$ cat src/rtl/sfmio_pkg.sv
// Purpose: shared constants, types and command decode for the flash serial front end
// Assumes: pins are sampled by a 250 MHz system clock
// Notes: command set and phase lengths are those the front end must recognise
package sfmio_pkg;
    localparam int unsigned SFMIO_CLK_MHZ = 250;
    localparam int unsigned SFMIO_SYNC_STAGES = 2;
    localparam int unsigned SFMIO_FIFO_DEPTH = 8;
    localparam int unsigned SFMIO_ADDR_BYTES = 3;
    localparam logic [7:0] SFMIO_IDLE_BYTE = 8'hff;
    localparam logic [3:0] SFMIO_BYTE_BITS = 4'h8;

    typedef enum logic [2:0] {
        SFMIO_W1 = 3'h1,
        SFMIO_W2 = 3'h2,
        SFMIO_W4 = 3'h4
    } sfmio_width_e;

    typedef enum {
        SFMIO_DESEL,
        SFMIO_CMD,
        SFMIO_ACTIVE,
        SFMIO_STANDBY
    } sfmio_state_e;

    typedef struct packed {
        logic known;
        logic isRead;
        logic addrMulti;
        sfmio_width_e width;
        logic [5:0] prefix;
    } sfmio_cmd_s;

    typedef struct packed {
        logic first;
        logic [7:0] cmd;
        logic [7:0] data;
    } sfmio_rx_s;

    localparam int unsigned SFMIO_RX_W = $bits(sfmio_rx_s);

    function automatic sfmio_cmd_s sfmio_decode(input logic [7:0] op);
        sfmio_cmd_s d;
        d = '{1'b1, 1'b0, 1'b0, SFMIO_W1, 6'h00};
        unique case (op)
            8'h03: d = '{1'b1, 1'b1, 1'b0, SFMIO_W1, 6'h18};
            8'h0b: d = '{1'b1, 1'b1, 1'b0, SFMIO_W1, 6'h20};
            8'h3b: d = '{1'b1, 1'b1, 1'b0, SFMIO_W2, 6'h20};
            8'hbb, 8'h92: d = '{1'b1, 1'b1, 1'b1, SFMIO_W2, 6'h10};
            8'h6b: d = '{1'b1, 1'b1, 1'b0, SFMIO_W4, 6'h20};
            8'heb, 8'h94: d = '{1'b1, 1'b1, 1'b1, SFMIO_W4, 6'h0c};
            8'h05, 8'h35, 8'h15, 8'h9f: d = '{1'b1, 1'b1, 1'b0, SFMIO_W1, 6'h00};
            8'ha2: d = '{1'b1, 1'b0, 1'b0, SFMIO_W2, 6'h00};
            8'h32: d = '{1'b1, 1'b0, 1'b0, SFMIO_W4, 6'h00};
            8'h06, 8'h04, 8'h50, 8'h01, 8'h11, 8'h02, 8'h81, 8'h20, 8'h52,
            8'hd8, 8'h60, 8'hc7, 8'hb9, 8'hab, 8'h66, 8'h99: d = d;
            default: d.known = 1'b0;
        endcase
        return d;
    endfunction : sfmio_decode
endpackage : sfmio_pkg

$ cat src/rtl/sfmio_frontend.sv
// Function
// - unknown command sends device to standby, output released, until select rises.
// - valid command makes device active until select rises.
// - single rate samples on clock rise, shifts out on clock fall.
// - both clock idle levels, mode 0 and mode 3, are accepted.
// - dual reads move two bits per clock.
// - dual commands turn lines 0 and 1 bidirectional.
// - quad reads move four bits per clock.
// - quad commands turn all four lines bidirectional, in pin order.
// - quad commands only honoured with quad enable set.
// - pause halts serial traffic; running program or erase continues.
// - hold starts at pause falling while clock low, else at clock low.
// - hold ends at pause rising while clock low, else at clock low.
// - output released from pause falling until pause returns high; once held, it stays released until hold ends.
// - data input ignored while clock and pause both low until released.
// - select rising during hold resets interface logic.
// - pause pin has no hold meaning in quad mode.
// - quad enable chooses protect and pause or data lines 2 and 3.
//
// Purpose: serial multi-line front end of a flash device, oversampling the link
// Assumes: clk much faster than the serial clock; link pins enter asynchronously
// Notes: received bytes leave through an 8-word FIFO; read bytes come from txData
`timescale 1ns/1ps
`default_nettype none

module sfmio_fifo #(
    parameter int unsigned WIDTH = 8,
    parameter int unsigned DEPTH = 8
) (
    input wire logic clk,
    input wire logic sys_rst,
    input wire logic inValid,
    output logic inReady,
    input wire logic [WIDTH-1:0] inData,
    output logic outValid,
    input wire logic outReady,
    output logic [WIDTH-1:0] outData
);
    localparam int unsigned AW = $clog2(DEPTH);
    logic [WIDTH-1:0] mem [DEPTH];
    logic [AW-1:0] wrPtr;
    logic [AW-1:0] rdPtr;
    logic [AW:0] count;
    logic [AW-1:0] next_wrPtr;
    logic [AW-1:0] next_rdPtr;
    logic [AW:0] next_count;
    logic doWr;
    logic doRd;

    assign inReady = (count != (AW+1)'(DEPTH));
    assign outValid = (count != '0);
    assign outData = mem[rdPtr];
    assign doWr = inValid && inReady;
    assign doRd = outValid && outReady;

    always_comb begin
        next_wrPtr = doWr ? AW'(wrPtr + 1'b1) : wrPtr;
        next_rdPtr = doRd ? AW'(rdPtr + 1'b1) : rdPtr;
        next_count = count;
        if (doWr && !doRd) begin
            next_count = count + 1'b1;
        end else if (doRd && !doWr) begin
            next_count = count - 1'b1;
        end
    end

    always_ff @(posedge clk) begin
        if (sys_rst) begin
            wrPtr <= '0;
            rdPtr <= '0;
            count <= '0;
        end else begin
            wrPtr <= next_wrPtr;
            rdPtr <= next_rdPtr;
            count <= next_count;
        end
    end

    always_ff @(posedge clk) begin
        if (doWr) begin
            mem[wrPtr] <= inData;
        end
    end
endmodule : sfmio_fifo

////////////////////////////////////////////////////////////////////////////////

module sfmio_frontend
    import sfmio_pkg::*;
(
    input wire logic clk,
    input wire logic sys_rst,
    input wire logic chipSelectN,
    input wire logic serialClock,
    input wire logic [3:0] dataLineIn,
    output logic [3:0] dataLineOut,
    output logic [3:0] dataLineOe,
    input wire logic quadEnableBit,
    input wire logic busyOp,
    output logic writeProtectN,
    output logic linkActive,
    output logic linkStandby,
    output logic holdActive,
    output logic rxOverrun,
    output logic rxValid,
    input wire logic rxReady,
    output sfmio_rx_s rxWord,
    input wire logic txValid,
    output logic txReady,
    input wire logic [7:0] txData
);
    ////////////////////////////////////////////////////////////////////////////
    // pin synchronisers
    logic [5:0] syncA;
    logic [5:0] syncB;
    logic sclkPrev;
    logic csN;
    logic sclk;
    logic [3:0] dIn;
    logic sclkRise;
    logic sclkFall;

    always_ff @(posedge clk) begin
        if (sys_rst) begin
            syncA <= 6'h3f;
            syncB <= 6'h3f;
            // same level as the synchroniser reset, so no false edge after reset
            sclkPrev <= 1'b1;
        end else begin
            syncA <= {chipSelectN, serialClock, dataLineIn};
            syncB <= syncA;
            sclkPrev <= syncB[4];
        end
    end

    assign csN = syncB[5];
    assign sclk = syncB[4];
    assign dIn = syncB[3:0];

    ////////////////////////////////////////////////////////////////////////////
    // hold control
    logic holdEn;
    logic held;
    logic next_held;
    logic quadBusy;

    assign holdEn = !quadEnableBit && !quadBusy;
    assign writeProtectN = quadEnableBit ? 1'b1 : dIn[2];

    always_comb begin
        next_held = held;
        if (csN || !holdEn) begin
            next_held = 1'b0;
        end else if (!held && !dIn[3] && !sclk) begin
            next_held = 1'b1;
        end else if (held && dIn[3] && !sclk) begin
            next_held = 1'b0;
        end
    end

    always_ff @(posedge clk) begin
        if (sys_rst) begin
            held <= 1'b0;
        end else begin
            held <= next_held;
        end
    end

    assign holdActive = held;

    ////////////////////////////////////////////////////////////////////////////
    // link state, shifters and counters
    sfmio_state_e state;
    sfmio_state_e next_state;
    sfmio_cmd_s info;
    sfmio_cmd_s next_info;
    logic [7:0] cmdByte;
    logic [7:0] next_cmdByte;
    logic [7:0] inSr;
    logic [7:0] next_inSr;
    logic [3:0] inCnt;
    logic [3:0] next_inCnt;
    logic [1:0] byteCnt;
    logic [1:0] next_byteCnt;
    logic [5:0] clkCnt;
    logic [5:0] next_clkCnt;
    logic firstByte;
    logic next_firstByte;
    logic [7:0] outSr;
    logic [7:0] next_outSr;
    logic [3:0] outCnt;
    logic [3:0] next_outCnt;
    logic [3:0] drive;
    logic [3:0] next_drive;
    logic driving;
    logic next_driving;
    logic overrun;
    logic next_overrun;
    logic [2:0] inW;
    logic [7:0] shifted;
    logic [7:0] curOut;
    logic [3:0] wBits;
    logic riseOk;
    logic fallOk;
    logic pushValid;
    logic pushReady;
    sfmio_rx_s pushWord;
    sfmio_cmd_s dec;

    assign sclkRise = sclk && !sclkPrev;
    assign sclkFall = !sclk && sclkPrev;
    // paused link sees no rising clock edges, which also masks the data input; falling edges stop only once held
    assign riseOk = sclkRise && !csN && !held && !(holdEn && !dIn[3]);
    assign fallOk = sclkFall && !csN && !held;
    assign dec = sfmio_decode({cmdByte[6:0], dIn[0]});
    assign quadBusy = (state == SFMIO_ACTIVE) && (info.width == SFMIO_W4);

    always_comb begin
        inW = 3'h1;
        if (state == SFMIO_ACTIVE) begin
            if (info.addrMulti || byteCnt == 2'(SFMIO_ADDR_BYTES) || !info.isRead
                && byteCnt == 2'(SFMIO_ADDR_BYTES)) begin
                inW = info.width;
            end
        end
        unique case (inW)
            3'h2: shifted = {inSr[5:0], dIn[1:0]};
            3'h4: shifted = {inSr[3:0], dIn};
            default: shifted = {inSr[6:0], dIn[0]};
        endcase
    end

    always_comb begin
        next_state = state;
        next_info = info;
        next_cmdByte = cmdByte;
        next_inSr = inSr;
        next_inCnt = inCnt;
        next_byteCnt = byteCnt;
        next_clkCnt = clkCnt;
        next_firstByte = firstByte;
        next_outSr = outSr;
        next_outCnt = outCnt;
        next_drive = drive;
        next_driving = driving;
        next_overrun = overrun;
        pushValid = 1'b0;
        pushWord = '{firstByte, cmdByte, shifted};
        txReady = 1'b0;
        wBits = {1'b0, info.width};
        curOut = (outCnt == 4'h0) ? (txValid ? txData : SFMIO_IDLE_BYTE) : outSr;
        if (csN) begin
            // select high ends any window; mode 0 or 3 idle level is irrelevant
            next_state = SFMIO_DESEL;
            next_driving = 1'b0;
        end else begin
            unique case (state)
                SFMIO_DESEL: begin
                    next_state = SFMIO_CMD;
                    next_inCnt = 4'h0;
                    next_cmdByte = 8'h00;
                    next_overrun = 1'b0;
                end
                SFMIO_CMD: begin
                    if (riseOk) begin
                        next_cmdByte = {cmdByte[6:0], dIn[0]};
                        next_inCnt = inCnt + 4'h1;
                        if (inCnt == SFMIO_BYTE_BITS - 4'h1) begin
                            next_info = dec;
                            next_inCnt = 4'h0;
                            next_byteCnt = 2'h0;
                            next_clkCnt = 6'h00;
                            next_outCnt = 4'h0;
                            next_firstByte = 1'b1;
                            if (!dec.known || (dec.width == SFMIO_W4 && !quadEnableBit)) begin
                                next_state = SFMIO_STANDBY;
                            end else begin
                                next_state = SFMIO_ACTIVE;
                            end
                        end
                    end
                end
                SFMIO_ACTIVE: begin
                    if (riseOk) begin
                        if (clkCnt != info.prefix) begin
                            next_clkCnt = clkCnt + 6'h01;
                        end
                        if (!info.isRead || clkCnt != info.prefix) begin
                            next_inSr = shifted;
                            next_inCnt = inCnt + 4'(inW);
                            if (next_inCnt >= SFMIO_BYTE_BITS) begin
                                next_inCnt = 4'h0;
                                pushValid = 1'b1;
                                next_overrun = overrun || !pushReady;
                                next_firstByte = 1'b0;
                                if (byteCnt != 2'(SFMIO_ADDR_BYTES)) begin
                                    next_byteCnt = byteCnt + 2'h1;
                                end
                            end
                        end
                    end
                    if (fallOk && info.isRead && clkCnt == info.prefix) begin
                        txReady = (outCnt == 4'h0);
                        next_driving = 1'b1;
                        next_outSr = curOut << wBits;
                        next_outCnt = ((outCnt == 4'h0) ? SFMIO_BYTE_BITS : outCnt) - wBits;
                        unique case (info.width)
                            SFMIO_W2: next_drive = {2'b00, curOut[7:6]};
                            SFMIO_W4: next_drive = curOut[7:4];
                            default: next_drive = {2'b00, curOut[7], 1'b0};
                        endcase
                    end
                end
                SFMIO_STANDBY: begin
                    next_driving = 1'b0;
                end
            endcase
        end
    end

    always_ff @(posedge clk) begin
        if (sys_rst) begin
            state <= SFMIO_DESEL;
            info <= '{1'b0, 1'b0, 1'b0, SFMIO_W1, 6'h00};
            cmdByte <= 8'h00;
            inSr <= 8'h00;
            inCnt <= 4'h0;
            byteCnt <= 2'h0;
            clkCnt <= 6'h00;
            firstByte <= 1'b0;
            outSr <= 8'h00;
            outCnt <= 4'h0;
            drive <= 4'h0;
            driving <= 1'b0;
            overrun <= 1'b0;
        end else begin
            state <= next_state;
            info <= next_info;
            cmdByte <= next_cmdByte;
            inSr <= next_inSr;
            inCnt <= next_inCnt;
            byteCnt <= next_byteCnt;
            clkCnt <= next_clkCnt;
            firstByte <= next_firstByte;
            outSr <= next_outSr;
            outCnt <= next_outCnt;
            drive <= next_drive;
            driving <= next_driving;
            overrun <= next_overrun;
        end
    end

    ////////////////////////////////////////////////////////////////////////////
    // pin drivers and status
    always_comb begin
        dataLineOe = 4'h0;
        if (driving && !csN && !held && !(holdEn && !dIn[3]) && state == SFMIO_ACTIVE) begin
            unique case (info.width)
                SFMIO_W2: dataLineOe = 4'h3;
                SFMIO_W4: dataLineOe = 4'hf;
                default: dataLineOe = 4'h2;
            endcase
        end
    end

    assign dataLineOut = drive;
    assign linkActive = (state == SFMIO_ACTIVE);
    assign linkStandby = (state == SFMIO_STANDBY) || busyOp && csN;
    assign rxOverrun = overrun;

    sfmio_fifo #(
        .WIDTH(SFMIO_RX_W),
        .DEPTH(SFMIO_FIFO_DEPTH)
    ) rxFifo (
        .clk(clk),
        .sys_rst(sys_rst),
        .inValid(pushValid),
        .inReady(pushReady),
        .inData(pushWord),
        .outValid(rxValid),
        .outReady(rxReady),
        .outData(rxWord)
    );
endmodule : sfmio_frontend

`default_nettype wire

$ cat config.mk
export PLATFORM = sky130hd
export DESIGN_NAME = sfmio_frontend
export DESIGN_NICKNAME = d
export VERILOG_FILES = /design/src/rtl/sfmio_pkg.sv /design/src/rtl/sfmio_frontend.sv
export SDC_FILE = /design/constraint.sdc
export NUM_CORES = 1
export LEC_CHECK = 0
export BUFFER_PORTS_ARGS = -buffer_cell sky130_fd_sc_hd__buf_2
export CELL_PAD_IN_SITES_DETAIL_PLACEMENT = 1
export CELL_PAD_IN_SITES_GLOBAL_PLACEMENT = 1
export CORE_ASPECT_RATIO = 1.75
export CORE_MARGIN = 5
export CORE_UTILIZATION = 40
export CTS_CLUSTER_DIAMETER = 30
export CTS_CLUSTER_SIZE = 28
export DETAILED_ROUTE_END_ITERATION = 16
export PLACE_DENSITY = 0.74
export SYNTH_ARGS = -nofsm -noshare
export SYNTH_HDL_FRONTEND = slang
export SYNTH_SLANG_ARGS = --single-unit
$ cat constraint.sdc
create_clock -name clk -period 7.5 [get_ports clk]
set_input_delay 1.5 -clock clk [delete_from_list [all_inputs] [get_ports clk]]
set_output_delay 1.5 -clock clk [all_outputs]
set_load 0.02 [all_outputs]
==> out/results.ini <==
[status]
outcome=completed

[die]
start_util=0.407
die_width_um=130
die_y_um=220
rows=76
pin_count=52
core_area_um2=24700
dieArea_um2=28600

[clock_network]
cts-root-buf=clkbuf_16
cts.clk_slew.worst_paths_ns=0.05
numCtsBuffers=35
cts_num_sinks=220
clk_latency_ns=0.50
clock_tree.buffer_depth=3
cts_hold_buf=0
cts_tree=yes
postCtsSetupRepairBufs=0
cts_resized=0
htreeDepth=2

[critical_path]
worstSetupPathType=register to register
max_stage_delay_ns=0.55
slowest_stage=xnor2_1
critPathArrivalTime_ns=4.56
crit_chain=inv_1 -> ha_1 -> o21ai_1 -> or2_2 -> inv_1 -> ha_1 -> a21o_1 -> a21oi_1 -> xnor2_1 -> nand3_4 -> clkinv_2 -> ha_1 -> inv_1 -> ha_1 -> a21o_1 -> a21oi_1 -> xnor2_1 -> or3_1 -> a21oi_1
cp_data_required_time_ns=7.92
crit_fanout=10
worstSetupStartpointType=register
crit_path_end_kind=register
crit_top_cell=ha_1

[yosys]
ys_seq_area_frac=0.573
synth_mux_area_frac=0.126
yosys.area_share.simple=0.141
synth_fa_ha_area_frac=0.0296
synth_compound_area_frac=0.0863
yosys_warnings=0
async_flop_share=0
synth-xor-area-share=0.0157
synth_top_family_by_area=simple AND/OR/NAND/NOR gates
synth_ff_type=edfxtp_1
syn_inst=789
syn_nets=831
syn_area_um2=10100
synth_edf_count=136
synth_cell_types=68
ys_seq_elements=220
avgSynthCellArea_um2=12.8

[grt]
grt_antenna_before_repair=0
grt.overflow.total=0
grt_pass1_vias=7292
grt_max_degree=76
grt_usage=0.179
grt_first_pass_wirelength_mm=39.8

[route]
drtIter0Drc=284
drc=0
dr.pass1.iters=4
avgRoutedWirePerCell_um=20.8
num_vias=6590
finalWirelength_mm=24.6
vias_per_cell=5.58
ant_nets=0

[layout]
layout_common_cells=136 x edfxtp_1, 83 x dfxtp_1, 70 x nor2_1
drive_gt1_frac=0.245
area_growth_pct=17.6
mostFrequentLayoutCell=edfxtp_1
num-nets-final=887
nFillCells=2576
antennaDiodeCount=0
fin_area_um2=11800

[timing]
fin_crit_sh=0.553
finClkSkew_ns=0.0233
finalHoldViolations=0
rsz0062_at_grt=false
slew_viol_final=0
worst_pin_slew_ns=0.982
relSlewSlack=0.344
finalCriticalPeriod_ns=4.15
fmaxAchievable_mhz=241
setup_violations=0
setup_tns_ns=0

[power_and_ir_drop]
pwr_density_cell_nw_per_um2=245
vdd_drop_max_mv=0.141
leakage_nw=4.25

[hold_path]
hold_path_class=register to register

[placement]
placed_area_um2=10700
hpwl_mm=16.7
gp_congestion=0.782
port_buffers=51

[flow_run]
drv_cap=0

==> power by group <==
group / internal, mW / leakage (nW) / switching (mW) / total, mW
Combinational: 0.0139 / 1.64 / 0.0212 / 0.0351
Sequential: 1.27 / 2.05 / 0.00486 / 1.28
Clock: 1.03 / 0.556 / 0.549 / 1.58
==> metal layers <==
layer | part of all wire | track usage
met2 | 0.56 | 0.337
met5 | 0 | 0
met3 | 0.035 | 0.0257
met1 | 0.37 | 0.194
met4 | 0.036 | 0.0777
==> critical path, delay by kind of cell, from the launching register on <==
| family | cells | cell delay (ns) |
|---|---|---|
| xor gates and xnor gates | 2 | 0.64 |
| and+or+nand+nor | 3 | 0.86 |
| buffers and inverters | 4 | 0.38 |
| AOI/OAI and AO/OA | 6 | 0.87 |
| DFF | 1 | 0.36 |
| adders and majority gates | 4 | 0.97 |
==> per-stage QoR <==
stage / instances / hold WS, ns / power [mW] / worst slack, ns / util
floorplan: 789 / 0.389 / 1.32 / 2.94 / -
CTS: 1180 / 0.413 / 2.93 / 3.29 / 0.479
finish: 1180 / 0.409 / 2.90 / 3.35 / 0.479
global route: 1180 / 0.424 / 3.00 / 2.87 / 0.479
global placement: 1120 / 0.397 / 1.34 / 3.22 / 0.431
detailed placement: 1120 / 0.397 / 1.34 / 3.20 / 0.431
==> final cells by class <==
| cell class | instances | area [µm²] | area share |
|---|---|---|---|
| flip-flops and latches | 220 | 5770 | 0.487 |
| multi-input cells | 501 | 4070 | 0.344 |
| clock buffers | 45 | 986 | 0.0833 |
| well taps | 312 | 390 | 0.0330 |
| repair buffers | 65 | 360 | 0.0304 |
| clock inverters | 15 | 181 | 0.0153 |
| inverters | 22 | 83.8 | 0.00708 |
==> kinds of logic after synthesis <==
kind of cell	Yosys count
adders and majority gates	22
and+or+nand+nor	254
muxes	79
AOI/OAI and AO/OA	128
buffers and inverters	68
DFF	220
xor gates and xnor gates	18
==> cells in the mapped netlist, types with 21 or more instances <==
master    number  area share
inv_1         21      0.0078
nand2b_1      22       0.014
nand2_1       34       0.013
clkbuf_1      29       0.011
mux2i_1       22       0.022
mux4_2        36       0.081
nor2_1        70       0.026
edfxtp_1     136        0.41
nor3_1        23       0.011
dfxtp_1       84        0.17
a21oi_1       36       0.018
mux2_2        21       0.023
==> path summary, 6_finish.rpt <==
path                endpoint  cells after the start  startpoint  slack [ns]
min reg2reg         syncB[3]                      1    syncA[3]        0.41
max          rxFifo.count[3]                     19    state[0]        3.35
min                 syncB[3]                      1    syncA[3]        0.41
max reg2reg  rxFifo.count[3]                     19    state[0]        3.35
==> registers in the layout, indices dropped and copies added, names as in the netlist, 6 cells and up, named ones only <==
| register | flops |
|---|---|
| rxFifo.mem | 136 |
| info | 9 |
| cmdByte | 8 |
| outSr | 8 |
| inSr | 7 |
| clkCnt | 6 |
| syncA | 6 |
| syncB | 6 |
(Power assumes the default switching activity.)
